### src/verilog/pdm_pkg.sv
/*
  Package for the pin drive-mode port: drive-mode codes, pin encodings,
  reset values and synchroniser depth.
  Assumes a single system clock and a synchronous active-high reset.
*/
package pdm_pkg;

  // Port width in pins.
  localparam int PDM_PINS = 8;

  // Drive-mode codes.
  typedef enum logic [2:0] {
    PDM_HIZ_ANALOG  = 3'h0,
    PDM_HIZ_DIGITAL = 3'h1,
    PDM_RES_PULLUP  = 3'h2,
    PDM_RES_PULLDN  = 3'h3,
    PDM_OD_LOW      = 3'h4,
    PDM_OD_HIGH     = 3'h5,
    PDM_STRONG      = 3'h6,
    PDM_RES_BOTH    = 3'h7
  } pdm_mode_t;

  // Per-pin driver encoding: strong high/low and resistive high/low.
  localparam int PDM_DRV_STRONG_HI = 0;
  localparam int PDM_DRV_STRONG_LO = 1;
  localparam int PDM_DRV_RES_HI    = 2;
  localparam int PDM_DRV_RES_LO    = 3;
  localparam int PDM_DRV_W         = 4;

  // Post-reset port state choices.
  localparam logic PDM_RST_PULLDN = 1'b0;
  localparam logic PDM_RST_PULLUP = 1'b1;

  // Reset value of the drive-mode bit registers: analog high impedance.
  localparam logic [PDM_PINS-1:0] PDM_DM_RESET = 8'h00;
  localparam logic [PDM_PINS-1:0] PDM_DR_RESET = 8'h00;

  // Synchroniser depth for pin inputs.
  localparam int PDM_SYNC_STAGES = 2;

endpackage

### src/verilog/pdm_sync.sv
/*
  Two-stage synchroniser for a vector of pin inputs.
  Assumes the inputs are asynchronous to clk.
*/
`timescale 1ns/1ns
module pdm_sync #(
  parameter int WIDTH = 8
) (
  // Clock and reset.
  input  wire logic             clk,
  input  wire logic             rst,
  // Asynchronous input and synchronised output.
  input  wire logic [WIDTH-1:0] asyncIn,
  output logic      [WIDTH-1:0] syncOut
);
  import pdm_pkg::*;

  logic [WIDTH-1:0] stageOne;  // Read only by the second stage.

  //////////////////////////////////////////////////////////////////////////
  // Both stages clear on reset; the first feeds only the second.
  always_ff @(posedge clk) begin
    if (rst) begin
      stageOne <= '0;
      syncOut  <= '0;
    end else begin
      stageOne <= asyncIn;
      syncOut  <= stageOne;
    end
  end
endmodule

### src/verilog/pdm_driver.sv
/*
  Combinational decode of one pin's drive mode and output value into
  driver controls.
  Assumes the caller registers the result before it reaches a pin.
*/
`timescale 1ns/1ns
module pdm_driver (
  // Mode and data.
  input  wire pdm_pkg::pdm_mode_t          mode,
  input  wire logic                        outVal,
  // Driver controls.
  output logic [pdm_pkg::PDM_DRV_W-1:0]    drv
);
  import pdm_pkg::*;

  //////////////////////////////////////////////////////////////////////////
  // One-hot style driver control; all zero is high impedance.
  always_comb begin
    drv = '0;
    case (mode)
      PDM_HIZ_ANALOG, PDM_HIZ_DIGITAL: begin
        drv = '0;
      end
      PDM_RES_PULLUP: begin
        drv[PDM_DRV_RES_HI]    = outVal;
        drv[PDM_DRV_STRONG_LO] = !outVal;
      end
      PDM_RES_PULLDN: begin
        drv[PDM_DRV_STRONG_HI] = outVal;
        drv[PDM_DRV_RES_LO]    = !outVal;
      end
      PDM_OD_LOW: begin
        drv[PDM_DRV_STRONG_LO] = !outVal;
      end
      PDM_OD_HIGH: begin
        drv[PDM_DRV_STRONG_HI] = outVal;
      end
      PDM_STRONG: begin
        drv[PDM_DRV_STRONG_HI] = outVal;
        drv[PDM_DRV_STRONG_LO] = !outVal;
      end
      default: begin
        drv[PDM_DRV_RES_HI] = outVal;
        drv[PDM_DRV_RES_LO] = !outVal;
      end
    endcase
  end
endmodule

### src/verilog/pdm_port.sv
/*
  Drive-mode and reset configuration of one I/O port.
  Holds three drive-mode bit registers and the output value register,
  picks the pin's output source, decodes the driver controls, samples the
  pins, and keeps the special-pin comparator settings.
  Assumes the stored reset configuration is presented steadily on
  nvResetEn and nvResetPullup, and that software honours the over-voltage mode limit.
*/
// Contract
// Codes 0 and 1 give high impedance
// Code 2: resistive high, strong low
// Code 3: strong high, resistive low
// Code 4: float high, strong low
// Code 5: strong high, float low
// Code 6: strong high and strong low
// Code 7: resistive high and resistive low
// Special pin pair shares one threshold
// Threshold may come from analog global
// Special pin input hysteresis is selectable
// Over-voltage special pins use codes 0,1,4; the port accepts any code, leaving the limit to software
// Reset holds all pins analog high-Z
// Reset release loads stored reset configuration
// Post-reset port state pull-up or pull-down
// Pins keep drive state in low power
// Pin interrupts keep running in low power
// Three per-port drive-mode bit registers
// Output from interconnect or output register
// Input feeds state register and interconnect
// Pin input passes two-stage synchroniser
`timescale 1ns/1ns
module pdm_port
  import pdm_pkg::*;
#(
  parameter int PINS = PDM_PINS
) (
  // Clock and reset.
  input  wire logic            clk,
  input  wire logic            rst,
  // Software writes of the drive-mode bit registers and output value.
  input  wire logic            wrDmBit2,
  input  wire logic            wrDmBit1,
  input  wire logic            wrDmBit0,
  input  wire logic            wrOutValue,
  input  wire logic [PINS-1:0] wrData,
  // Stored reset configuration and its post-reset state choice.
  input  wire logic            nvResetEn,
  input  wire logic            nvResetPullup,
  // Interconnect output path.
  input  wire logic [PINS-1:0] hwOutSel,
  input  wire logic [PINS-1:0] hwOutVal,
  // Interconnect input path enable.
  input  wire logic [PINS-1:0] hwInEn,
  // Low-power mode indication.
  input  wire logic            lowPower,
  // Interrupt enable per pin (edge of either polarity).
  input  wire logic [PINS-1:0] irqEn,
  // Special pin comparator configuration for the pair.
  input  wire logic            sioRefGlobal,
  input  wire logic            sioHystEn,
  input  wire logic [7:0]      sioRefLevel,
  // Pin inputs.
  input  wire logic [PINS-1:0] pinIn,
  // Pin driver controls.
  output logic [PINS-1:0]      pinStrongHi,
  output logic [PINS-1:0]      pinStrongLo,
  output logic [PINS-1:0]      pinResHi,
  output logic [PINS-1:0]      pinResLo,
  // Software view.
  output logic [PINS-1:0]      port_drive_mode_bit2,
  output logic [PINS-1:0]      port_drive_mode_bit1,
  output logic [PINS-1:0]      port_drive_mode_bit0,
  output logic [PINS-1:0]      port_output_value,
  output logic [PINS-1:0]      pinState,
  output logic [PINS-1:0]      hwInVal,
  output logic                 cfgLoaded,
  // Pin interrupt and wake.
  output logic                 pinIrq,
  output logic                 wakeReq,
  // Special pin comparator settings for the analog side.
  output logic                 sioUseGlobal,
  output logic                 sioHyst,
  output logic [7:0]           sioThreshold
);

  //////////////////////////////////////////////////////////////////////////
  // State.

  logic [PINS-1:0] next_port_drive_mode_bit2;  // Mode bit 2 per pin.
  logic [PINS-1:0] next_port_drive_mode_bit1;  // Mode bit 1 per pin.
  logic [PINS-1:0] next_port_drive_mode_bit0;  // Mode bit 0 per pin.
  logic [PINS-1:0] next_port_output_value;     // Output value register.
  logic            inReset;                    // Last cycle was reset.
  logic            next_cfgLoaded;             // Stored config applied.
  logic [PINS-1:0] syncIn;                     // Synchronised pins.
  logic [PINS-1:0] prevState;                  // For edge detection.
  logic [PINS-1:0] drvOut;                     // Value to the driver.
  logic [PINS-1:0] next_hi;
  logic [PINS-1:0] next_lo;
  logic [PINS-1:0] next_rhi;
  logic [PINS-1:0] next_rlo;
  logic            next_irq;

  // Mode of one pin assembled from the three bit registers.
  function automatic pdm_mode_t pinMode(input int idx,
      input logic [PINS-1:0] b2, input logic [PINS-1:0] b1,
      input logic [PINS-1:0] b0);
    pinMode = pdm_mode_t'({b2[idx], b1[idx], b0[idx]});
  endfunction

  //////////////////////////////////////////////////////////////////////////
  // Pin synchroniser.
  pdm_sync #(
    .WIDTH (PINS)
  ) uSync (
    .clk     (clk),
    .rst     (rst),
    .asyncIn (pinIn),
    .syncOut (syncIn)
  );

  //////////////////////////////////////////////////////////////////////////
  // Output source: interconnect when connected, else the register.
  always_comb begin
    drvOut = (hwOutSel & hwOutVal) | (~hwOutSel & port_output_value);
  end

  // Driver decode per pin.
  genvar g;
  generate
    for (g = 0; g < PINS; g++) begin : gDrv
      logic [PDM_DRV_W-1:0] drv;
      pdm_driver uDrv (
        .mode   (pinMode(g, port_drive_mode_bit2, port_drive_mode_bit1,
                         port_drive_mode_bit0)),
        .outVal (drvOut[g]),
        .drv    (drv)
      );
      assign next_hi[g]  = drv[PDM_DRV_STRONG_HI];
      assign next_lo[g]  = drv[PDM_DRV_STRONG_LO];
      assign next_rhi[g] = drv[PDM_DRV_RES_HI];
      assign next_rlo[g] = drv[PDM_DRV_RES_LO];
    end
  endgenerate

  //////////////////////////////////////////////////////////////////////////
  // Configuration registers. The stored reset data is applied once, on the
  // first cycle after release, the first cycle a software write can land; a
  // software write in that same cycle wins since it is the newer intent.
  always_comb begin
    next_port_drive_mode_bit2 = port_drive_mode_bit2;
    next_port_drive_mode_bit1 = port_drive_mode_bit1;
    next_port_drive_mode_bit0 = port_drive_mode_bit0;
    next_port_output_value    = port_output_value;
    next_cfgLoaded            = cfgLoaded;
    if (inReset) begin
      next_cfgLoaded = 1'b1;
      if (nvResetEn) begin
        // Resistive pull-up/down with the output value fixing the way.
        next_port_drive_mode_bit2 = {PINS{1'b0}};
        next_port_drive_mode_bit1 = {PINS{1'b1}};
        next_port_drive_mode_bit0 = {PINS{nvResetPullup == PDM_RST_PULLDN}};
        next_port_output_value    = {PINS{nvResetPullup}};
      end
    end
    // Writes are plain register stores; low power never disturbs them.
    if (wrDmBit2) begin
      next_port_drive_mode_bit2 = wrData;
    end
    if (wrDmBit1) begin
      next_port_drive_mode_bit1 = wrData;
    end
    if (wrDmBit0) begin
      next_port_drive_mode_bit0 = wrData;
    end
    if (wrOutValue) begin
      next_port_output_value = wrData;
    end
  end

  // Registers only; reset forces analog high impedance.
  always_ff @(posedge clk) begin
    if (rst) begin
      port_drive_mode_bit2 <= PDM_DM_RESET;
      port_drive_mode_bit1 <= PDM_DM_RESET;
      port_drive_mode_bit0 <= PDM_DM_RESET;
      port_output_value    <= PDM_DR_RESET;
      cfgLoaded            <= 1'b0;
      inReset              <= 1'b1;
    end else begin
      port_drive_mode_bit2 <= next_port_drive_mode_bit2;
      port_drive_mode_bit1 <= next_port_drive_mode_bit1;
      port_drive_mode_bit0 <= next_port_drive_mode_bit0;
      port_output_value    <= next_port_output_value;
      cfgLoaded            <= next_cfgLoaded;
      inReset              <= 1'b0;
    end
  end

  //////////////////////////////////////////////////////////////////////////
  // Driver outputs; held in their state through low power since nothing
  // here depends on lowPower. Reset drives them all off.
  always_ff @(posedge clk) begin
    if (rst) begin
      pinStrongHi <= '0;
      pinStrongLo <= '0;
      pinResHi    <= '0;
      pinResLo    <= '0;
    end else begin
      pinStrongHi <= next_hi;
      pinStrongLo <= next_lo;
      pinResHi    <= next_rhi;
      pinResLo    <= next_rlo;
    end
  end

  //////////////////////////////////////////////////////////////////////////
  // Input side and pin interrupt. The interrupt stays live in low power so
  // that a pin change can wake the device.
  always_comb begin
    next_irq = |((syncIn ^ prevState) & irqEn);
  end

  always_ff @(posedge clk) begin
    if (rst) begin
      pinState  <= '0;
      prevState <= '0;
      hwInVal   <= '0;
      pinIrq    <= 1'b0;
      wakeReq   <= 1'b0;
    end else begin
      pinState  <= syncIn;
      prevState <= syncIn;
      hwInVal   <= syncIn & hwInEn;
      pinIrq    <= next_irq;
      wakeReq   <= next_irq & lowPower;
    end
  end

  //////////////////////////////////////////////////////////////////////////
  // Special pin pair: one threshold for both pins, optional analog global
  // source, and a hysteresis enable passed to the input buffer.
  always_ff @(posedge clk) begin
    if (rst) begin
      sioUseGlobal <= 1'b0;
      sioHyst      <= 1'b0;
      sioThreshold <= 8'h00;
    end else begin
      sioUseGlobal <= sioRefGlobal;
      sioHyst      <= sioHystEn;
      sioThreshold <= sioRefLevel;
    end
  end

  //////////////////////////////////////////////////////////////////////////
  // Checks.

  strong_drive_a: assert property (@(posedge clk) disable iff (rst)
    (port_drive_mode_bit2 == '1 && port_drive_mode_bit1 == '1 &&
     port_drive_mode_bit0 == '0 && !$changed(drvOut))
    |=> (pinStrongHi == $past(drvOut) && pinStrongLo == ~$past(drvOut)))
    else $error("strong mode drive mismatch");

  hiz_mode_a: assert property (@(posedge clk) disable iff (rst)
    (port_drive_mode_bit2 == '0 && port_drive_mode_bit1 == '0)
    |=> (pinStrongHi == '0 && pinResLo == '0 && pinResHi == '0 &&
         pinStrongLo == '0))
    else $error("high impedance mode drives pin");

  reset_hold_a: assert property (@(posedge clk)
    rst |=> (pinStrongHi == '0 && pinStrongLo == '0 && !cfgLoaded))
    else $error("pin driven after reset");

  cfg_load_a: assert property (@(posedge clk)
    ($fell(rst) && nvResetEn && !wrOutValue)
    |=> (cfgLoaded && port_output_value == {PINS{$past(nvResetPullup)}}))
    else $error("reset configuration not loaded");

  sync_delay_a: assert property (@(posedge clk) disable iff (rst)
    1 |-> ##3 (pinState == $past(pinIn, 3)))
    else $error("pin state not three cycles behind");

  hw_in_a: assert property (@(posedge clk) disable iff (rst)
    ##1 (hwInVal == (pinState & $past(hwInEn))))
    else $error("interconnect input mismatch");

  wake_a: assert property (@(posedge clk) disable iff (rst)
    (next_irq && lowPower) |=> (pinIrq && wakeReq))
    else $error("pin interrupt lost in low power");

  od_low_a: assert property (@(posedge clk) disable iff (rst)
    (port_drive_mode_bit2 == '1 && port_drive_mode_bit1 == '0 &&
     port_drive_mode_bit0 == '0) |=> (pinStrongHi == '0 && pinResHi == '0))
    else $error("open drain low drives high");

endmodule

### config.mk
export PLATFORM = sky130hd
export DESIGN_NAME = pdm_port
export DESIGN_NICKNAME = d
export VERILOG_FILES = /design/src/verilog/pdm_pkg.sv /design/src/verilog/pdm_sync.sv /design/src/verilog/pdm_driver.sv /design/src/verilog/pdm_port.sv
export SDC_FILE = /design/constraint.sdc
export NUM_CORES = 1
export LEC_CHECK = 0
export BUFFER_PORTS_ARGS = -buffer_cell sky130_fd_sc_hd__buf_2
export CORE_MARGIN = 2
export CORE_UTILIZATION = 25
export DETAILED_ROUTE_END_ITERATION = 8
export PLACE_DENSITY = 0.54
export SETUP_SLACK_MARGIN = 0.02
export SYNTH_ARGS = -nofsm -noshare
export SYNTH_HDL_FRONTEND = slang
export SYNTH_SLANG_ARGS = --single-unit
export TNS_END_PERCENT = 20
### constraint.sdc
create_clock -name clk -period 2.8 [get_ports clk]
set_input_delay 0.42 -clock clk [delete_from_list [all_inputs] [get_ports clk]]
set_output_delay 0.42 -clock clk [all_outputs]
set_load 0.005 [all_outputs]
==> impl_metrics.env, run 1 <==
export IMPL_die_y_um=129
export IMPL_synth_top_cells_by_count="dfxtp_1, nor2b_1, a21oi_1, xor2_1, nor2_1"
export IMPL_r2r_end="port_output_value[7]"
export IMPL_post_cts_resized=0
export IMPL_synth_top_family_by_area="simple AND/OR/NAND/NOR gates"
export IMPL_route_antenna_remaining_nets=0
export IMPL_dpl_worst_slack_ns=1.04
export IMPL_ys_warnings_count=0
export IMPL_cts_tree="done"
export IMPL_finClkSkew_ns=0.00684
export IMPL_pwr_share_clk=0.412
export IMPL_switchingPower_uw=828
export IMPL_place_hpwl_um=7130
export IMPL_die_x_um=129
export IMPL_numCtsBuffers=9
export IMPL_clk_pin_slew_ns=0.08
export IMPL_synth_top_flop_cell="dfxtp_1"
export IMPL_initial_core_util=0.256
export IMPL_firstDrtPassIters=5
export IMPL_core_area_sq_mm=0.0153
export IMPL_arrival_ns=1.93
export IMPL_min_period_over_period=0.609
export IMPL_synth_xor_area_frac=0.0538
export IMPL_final_nets=585
export IMPL_rr_startpoint="inReset"
export IMPL_place_gp_congestion=0.729
export IMPL_hold_viol=0
export IMPL_outcome="completed"
export IMPL_synth_seq_cells=110
export IMPL_synth_enable_flop_cells=0
export IMPL_crit_type="reg -> reg"
export IMPL_ctsHtreeMaxLevel=3
export IMPL_async_reset_ff_frac=0
export IMPL_syn_area_sq_mm=0.00390
export IMPL_reg2reg_slack_ns=1.09
export IMPL_critPathMaxFanout=24
export IMPL_holdPathStages=2
export IMPL_antenna_found_initial=1
export IMPL_worstRegToRegCells=3
export IMPL_cts_setup_buffers=0
export IMPL_syn_nets=437
export IMPL_yosysMostFrequentCell="dfxtp_1"
export IMPL_num_io_pins=160
export IMPL_finalPower_mw=3.42
export IMPL_timing_fmax_mhz=586
export IMPL_cts_root_buf="clkbuf_16"
export IMPL_slew_violations=0
export IMPL_drt_wl_total_um=9920
export IMPL_min_to="hwInVal[6]"
export IMPL_p_int_mw=2.59
export IMPL_irDropWorstVdd_mv=0.275
export IMPL_io_buffer_count=159
export IMPL_cp_data_required_time_ns=3.02
export IMPL_synth_cells=370
export IMPL_globalRouteTotalUtil=0.118
export IMPL_slew_headroom=0.462
export IMPL_post_route_util=0.341
export IMPL_min_from="hwInEn[6]"
export IMPL_synth_top_area_share=0.564
export IMPL_synth_compound_area_frac=0.104
export IMPL_cts_sinks=110
export IMPL_grt_overflow_total=0
export IMPL_cts_hold_buf=0
export IMPL_seq_power_share=0.498
export IMPL_worst_slack_ns=1.09
export IMPL_grt_pass1_vias=2934
export IMPL_rsz0062_at_grt="no"
export IMPL_num_vias=3193
export IMPL_startpoint_type="flip-flop"
export IMPL_tns_ns=0
export IMPL_finalCriticalPeriod_ns=1.71
export IMPL_yosys_top_cells_area="dfxtp_1, nor2b_1, xor2_1, a21oi_1, nor4b_1"
export IMPL_ys_seq_area_frac=0.564
export IMPL_clockBufferDepth=2
export IMPL_clk_insertion_delay_late_ns=0.35
export IMPL_drtIter0Drc=174
export IMPL_hp_class="in -> reg"
export IMPL_yosys_cell_types_count=27
export IMPL_syn_area_per_cell_sq_um=10.6
export IMPL_n_antenna_cell=0
export IMPL_grt_pass1_wl_um=15100
export IMPL_drc=0
export IMPL_tightestPinTransition_ns=0.806
export IMPL_cp_end_kind="flip-flop"
export IMPL_synth_simple_area_share=0.220
export IMPL_sw_frac_of_total=0.242
export IMPL_grt_max_degree=77
export IMPL_via_per_inst=4.35
export IMPL_drive_gt1_frac=0.354
export IMPL_leakagePower_nw=2.48
export IMPL_wire_per_inst_um=13.5
export IMPL_synthAdderAreaFrac=0
export IMPL_rows=45
export IMPL_maxCapViolCount=0
export IMPL_yosys_area_top_type="dfxtp_1"
export IMPL_setup_viol=0
export IMPL_powerDensity_mw_per_mm2=658
export IMPL_area_delta_synth_final_pct=33.2
export IMPL_synth_mux_area_fraction=0.0205
export IMPL_dieArea_sq_mm=0.0166
export IMPL_combPwrFrac=0.090
-- cell families after synthesis --
family	after synthesis
and+or+nand+nor	135
DFF	110
AOI/OAI and AO/OA	62
buffers and inverters	31
xor gates and xnor gates	24
muxes	8
-- through the flow --
step	cells	hold WS [ns]	area (sq um)
global placement	718	0.422	4870
CTS	734	0.255	5200
finish	734	0.268	5200
global route	734	0.254	5200
floorplan	370	0.414	3900
detailed placement	718	0.427	4870
-- final cells by class --
cell class                      count  area (sq um)
Tap cell                          211           264
Sequential cell                   110          2200
Timing Repair Buffer              160           818
Clock inverter                      7           104
Clock buffer                        9           225
Fill cell                        1604         10100
Multi-Input combinational cell    229          1560
Inverter                            8          30.0
-- how the worst max path moves through the flow --
stage,slack [ns],startpoint,endpoint
2_1_floorplan,1.32,nvResetEn,port_drive_mode_bit0[7]
4_1_cts,1.06,inReset,port_output_value[7]
6_report,1.09,inReset,port_output_value[7]
5_1_grt,0.91,inReset,port_output_value[7]
3_5_place_dp,1.04,nvResetEn,port_output_value[6]
3_3_place_gp,1.09,nvResetEn,port_output_value[7]
-- critical path, stage by stage (launching register included) --
cell      delay (ns)
dfxtp_1         0.52
nand2_1         0.56
a211oi_1        0.42
a211oi_1        0.09
-- metal layers --
layer,share of wire,vias up,track usage
met5,0.0013,-,0
met4,0.018,2,0.0473
met3,0.057,15,0.0324
met2,0.48,99,0.190
met1,0.44,1492,0.151
li1,-,1585,-
-- power by group through the flow --
stage               Combinational [mW]  Sequential, mW  Clock [mW]
global placement                 0.307            1.74           0
detailed placement               0.312            1.74           0
CTS                              0.313            1.71        1.46
floorplan                        0.169            1.73           0
finish                           0.308            1.70        1.41
global route                     0.345            1.72        1.53
-- layout by cell type, fill, tap and decap left out, drive strengths merged --
cell,synthesis,routed
nor2,18,18
nand2,17,17
a211oi,16,16
mux2i,8,8
nor3,8,8
nand2b,1,1
a41oi,2,2
and3b,8,8
a22oi,4,4
and3,1,1
xor2,24,24
nor2b,34,34
nor4b,16,16
or3,8,8
a21oi,32,32
and2,8,8
and4b,8,8
dfxtp,110,110
inv,8,11
buf,6,160
clkinvlp,0,2
a221oi,8,8
nand3b,8,8
bufinv,0,2
clkbuf,17,9
Note: power is estimated with default switching activity, not from simulation.
==> run 2: changes to the inputs <==
- PLACE_DENSITY: 0.54 -> 0.56
- clock period: 2.8 -> 1.45 ns (I/O delays scaled with it)
==> run 2 against run 1 <==
  * Global-route usage hardly changed
  * Setup slack lost 0.91 ns
  * Maximum frequency rose by 35%
  * Count of clock-buffer cells in the layout unchanged
  * Critical path depth grew 1
  * Combinational power is 100% higher
  * Die area did not move
  * Utilization is 0.54 points higher
  * Clock power is 94% higher
  * First-iteration DRC count down 13%
  * Sequential share of layout area shrank 0.66 points
  * Critical path type unchanged
  * Critical endpoint is now port_drive_mode_bit0[1]
  * Largest cell class unchanged
==> impl_metrics.env, run 2 (synthesis results as in run 1) <==
export IMPL_route_antenna_remaining_nets=0
export IMPL_highest_layer="met4"
export IMPL_grt_max_degree=40
export IMPL_critPathMaxFanout=8
export IMPL_wire_per_inst_um=13.2
export IMPL_fin_area_sq_mm=0.00528
export IMPL_drive_gt1_frac=0.362
export IMPL_antenna_found_initial=1
export IMPL_drt_wl_total_um=9820
export IMPL_timing_fmax_mhz=793
export IMPL_arrival_ns=1.54
export IMPL_hp_class="in -> reg"
export IMPL_outcome="completed"
export IMPL_ctsHtreeMaxLevel=3
export IMPL_powerDensity_mw_per_mm2=1260
export IMPL_die_y_um=129
export IMPL_dp_cells=725
export IMPL_dieArea_sq_mm=0.0166
export IMPL_clk_pin_slew_ns=0.08
export IMPL_rsz0062_at_grt="no"
export IMPL_setup_viol=0
export IMPL_dpl_worst_slack_ns=0.190
export IMPL_drtIter0Drc=152
export IMPL_cp_data_required_time_ns=1.73
export IMPL_pwr_share_clk=0.411
export IMPL_tns_ns=0
export IMPL_globalRouteTotalUtil=0.118
export IMPL_numCtsBuffers=9
export IMPL_drc=0
export IMPL_clockBufferDepth=2
export IMPL_nFillCells=1552
export IMPL_worst_slack_ns=0.188
export IMPL_via_per_inst=4.32
export IMPL_worst_hold_slack_ns=0.0595
export IMPL_min_period_over_period=0.870
export IMPL_cts_tree="done"
export IMPL_sw_frac_of_total=0.244
export IMPL_rows=45
export IMPL_detailed_place_area_sq_mm=0.00495
export IMPL_cts_sinks=110
export IMPL_wl_met1_um=4450
export IMPL_io_buffer_count=159
export IMPL_grt_pass1_wl_um=15200
export IMPL_core_area_sq_mm=0.0153
export IMPL_finClkSkew_ns=0.00437
export IMPL_final_nets=592
export IMPL_mostFrequentLayoutCell="buf_2"
export IMPL_switchingPower_mw=1.62
export IMPL_cp_end_kind="flip-flop"
export IMPL_irDropWorstVdd_mv=0.532
export IMPL_post_route_util=0.346
export IMPL_finalPower_mw=6.65
export IMPL_num_io_pins=160
export IMPL_seq_power_share=0.494
export IMPL_firstDrtPassIters=4
export IMPL_startpoint_type="flip-flop"
export IMPL_slew_violations=0
export IMPL_crit_type="reg -> reg"
export IMPL_fin_cells=742
export IMPL_tightestPinTransition_ns=0.349
export IMPL_grt_overflow_total=0
export IMPL_post_cts_resized=0
export IMPL_multi_input_area_sq_mm=0.00156
export IMPL_leakagePower_nw=2.53
export IMPL_cts_root_buf="clkbuf_16"
export IMPL_grt_pass1_vias=3019
export IMPL_final_cell_mix="buf_2, dfxtp_1, nor2b_1, a21oi_1, xor2_1"
export IMPL_area_delta_synth_final_pct=35.3
export IMPL_maxCapViolCount=0
export IMPL_dr_wl_met2_um=4450
export IMPL_place_hpwl_um=7130
export IMPL_clk_insertion_delay_late_ns=0.35
export IMPL_wl_met3_um=739
export IMPL_finalCriticalPeriod_ns=1.26
export IMPL_p_int_mw=5.03
export IMPL_cts_hold_buf=0
export IMPL_regArea_sq_mm=0.00220
export IMPL_hold_viol=0
export IMPL_slew_headroom=0.761
export IMPL_combPwrFrac=0.095
export IMPL_die_x_um=129
export IMPL_place_gp_congestion=0.754
export IMPL_initial_core_util=0.256
export IMPL_cts_setup_buffers=0
export IMPL_num_vias=3202
## run 2: path summary, 6_finish.rpt
check,end,cells past startpoint,from,slack (ns)
min,hwInVal[7],2,hwInEn[7],0.06
max,port_drive_mode_bit0[1],4,inReset,0.19
min reg2reg,uSync.syncOut[5],1,uSync.stageOne[5],0.44
max reg2reg,port_drive_mode_bit0[1],4,inReset,0.19
## run 2: worst max-delay path: stages, from the launching register on
cell,delay (ns)
dfxtp_1,0.38
buf_4,0.18
a21oi_1,0.07
or3_2,0.41
a21oi_1,0.16
## run 2: power by group through the flow
| stage | clock, mW | combinational [mW] | sequential (mW) |
|---|---|---|---|
| after detailed placement | 0 | 0.637 | 3.36 |
| after floorplan | 0 | 0.326 | 3.34 |
| final | 2.74 | 0.630 | 3.29 |
| after global placement | 0 | 0.620 | 3.35 |
| after global routing | 2.95 | 0.708 | 3.31 |
| after CTS | 2.81 | 0.639 | 3.29 |
## run 2: layout make-up
class	instances	share of cell area
inverter	8	0.00569
tap	211	0.0500
clock buffer	9	0.0426
antenna	1	0.000474
sequential	110	0.417
multi-input combinational	229	0.294
clock inverter	7	0.0201
timing repair buffer	167	0.170
## run 2: per-layer routing
metal	vias to the layer above	track usage
li1	1601	-
met1	1481	0.145
met2	107	0.185
met3	13	0.0470
met4	0	0.0448
met5	-	0
==> run 3: changes to the inputs <==
==> constraint.sdc (replaced) <==
create_clock -name clk -period 1.45 [get_ports clk]
set_input_delay 0.29 -clock clk [delete_from_list [all_inputs] [get_ports clk]]
set_output_delay 0.29 -clock clk [all_outputs]
set_load 0.005 [all_outputs]
==> run 3 against run 2 <==
  * Setup slack lost 0.042 ns
  * Largest cell class unchanged
  * Utilization shrank 0.16 points
  * Non-clock buffer count unchanged
  * Sequential cell count unchanged
  * Highest routed layer unchanged
  * Die area unchanged
  * Cell area down 0.47%
  * Clock power fell by 7%
  * Hold slack improved by 0.073 ns
  * Sequential power hardly changed
  * First-iteration DRC count up 20%
==> impl_metrics.env, run 3 (synthesis results as in run 1) <==
export IMPL_outcome="completed"
export IMPL_initial_core_util=0.256
export IMPL_cp_top_family="flip-flops"
export IMPL_cts_hold_buf=0
export IMPL_arrival_ns=1.01
export IMPL_hold_viol=0
export IMPL_core_area_sq_mm=0.0153
export IMPL_powerDensity_mw_per_mm2=1230
export IMPL_antenna_found_initial=1
export IMPL_maxCapViolCount=0
export IMPL_area_delta_synth_final_pct=34.6
export IMPL_cts_setup_buffers=0
export IMPL_firstDrtPassIters=4
export IMPL_place_hpwl_um=7060
export IMPL_leakagePower_nw=2.52
export IMPL_cp_end_kind="primary output"
export IMPL_grt_max_degree=40
export IMPL_rows=45
export IMPL_startpoint_type="flip-flop"
export IMPL_wire_per_inst_um=13.1
export IMPL_numCtsBuffers=9
export IMPL_crit_slowest_cell="dfxtp_1"
export IMPL_post_route_util=0.344
export IMPL_cp_slowest_stage_delay_ns=0.49
export IMPL_drtIter0Drc=182
export IMPL_worst_hold_slack_ns=0.133
export IMPL_pwr_share_clk=0.395
export IMPL_rsz0062_at_grt="no"
export IMPL_slew_headroom=0.771
export IMPL_irDropWorstVdd_mv=0.492
export IMPL_globalRouteTotalUtil=0.115
export IMPL_startpoint="port_drive_mode_bit0[5]"
export IMPL_reg2reg_slack_ns=0.19
export IMPL_p_int_mw=4.85
export IMPL_via_per_inst=4.37
export IMPL_grt_pass1_wl_um=14900
export IMPL_hp_class="in -> reg"
export IMPL_worstRegToRegCells=4
export IMPL_die_x_um=129
export IMPL_rr_startpoint="inReset"
export IMPL_slew_violations=0
export IMPL_finalCriticalPeriod_ns=1.30
export IMPL_cts_sinks=110
export IMPL_num_vias=3243
export IMPL_mostFrequentLayoutCell="buf_2"
export IMPL_timing_fmax_mhz=767
export IMPL_cts_tree="done"
export IMPL_crit_end="port_drive_mode_bit0[5]"
export IMPL_seq_power_share=0.508
export IMPL_final_nets=592
export IMPL_num_io_pins=160
export IMPL_setup_viol=0
export IMPL_place_gp_congestion=0.746
export IMPL_crit_cells=1
export IMPL_cts_root_buf="clkbuf_16"
export IMPL_crit_type="reg -> out"
export IMPL_clk_insertion_delay_late_ns=0.35
export IMPL_tns_ns=0
export IMPL_drive_gt1_frac=0.362
export IMPL_finClkSkew_ns=0.00468
export IMPL_min_period_over_period=0.899
export IMPL_die_y_um=129
export IMPL_post_cts_resized=0
export IMPL_io_buffer_count=159
export IMPL_critPathBufInv=1
export IMPL_combPwrFrac=0.097
export IMPL_r2r_end="port_drive_mode_bit0[5]"
export IMPL_cp_data_required_time_ns=1.16
export IMPL_route_antenna_remaining_nets=0
export IMPL_final_cell_mix="buf_2, dfxtp_1, nor2b_1, a21oi_1, xor2_1"
export IMPL_dieArea_sq_mm=0.0166
export IMPL_clockBufferDepth=2
export IMPL_grt_pass1_vias=2959
export IMPL_grt_overflow_total=0
export IMPL_crit_chain="buf_2"
export IMPL_critPathMaxFanout=7
export IMPL_sw_frac_of_total=0.249
export IMPL_drt_wl_total_um=9730
export IMPL_clk_pin_slew_ns=0.08
export IMPL_tightestPinTransition_ns=0.334
export IMPL_switchingPower_mw=1.61
export IMPL_drc=0
export IMPL_ctsHtreeMaxLevel=3
==> run 3: cell types whose count changed in the layout (fill, tap and decap cells not counted), sizes merged <==
cell,previous run,this run
bufinv,2,1
clkinv,3,4
==> run 3: how the worst min path moves through the flow <==
stage,start,end,slack (ns),cells after the start
after floorplan,rst,inReset,0.32,0
final,hwInEn[7],hwInVal[7],0.13,2
after CTS,hwInEn[0],hwInVal[0],0.12,2
after global routing,hwInEn[7],hwInVal[7],0.12,2
after detailed placement,uSync.stageOne[2],uSync.syncOut[2],0.42,1
after global placement,uSync.stageOne[6],uSync.syncOut[6],0.42,1
==> run 3: power by group through the flow <==
stage,Clock [mW],Sequential [mW],Combinational (mW)
floorplan,0,3.34,0.326
global placement,0,3.35,0.617
detailed placement,0,3.36,0.633
CTS,2.65,3.29,0.636
global route,2.77,3.31,0.701
finish,2.55,3.28,0.626
==> run 3: cell type report <==
| cell class | count | area (sq um) |
|---|---|---|
| well taps | 211 | 264 |
| fillers | 1554 | 10000 |
| inverters | 8 | 30.0 |
| multi-input cells | 229 | 1560 |
| repair buffers | 167 | 896 |
| clock buffers | 9 | 225 |
| flip-flops and latches | 110 | 2200 |
| diodes | 1 | 2.50 |
| clock inverters | 7 | 81.3 |
==> run 3: stage by stage <==
stage	std cells	instance area, sq um	total power, mW	setup WS (ns)
after floorplan	370	3900	3.67	0.104
after global placement	725	4950	3.97	0.146
after detailed placement	725	4950	3.99	0.122
after CTS	741	5250	6.57	0.118
after global routing	741	5250	6.77	0.0658
final	742	5260	6.46	0.146
==> run 3: per-layer routing <==
| layer | routed length [um] | part of all wire | GRT usage | vias up |
|---|---|---|---|---|
| li1 | - | - | - | 1602 |
| met1 | 4400 | 0.45 | 0.144 | 1501 |
| met2 | 4460 | 0.46 | 0.182 | 128 |
| met3 | 718 | 0.074 | 0.0407 | 12 |
| met4 | 144 | 0.015 | 0.0441 | 0 |
| met5 | 0 | 0 | 0 | - |
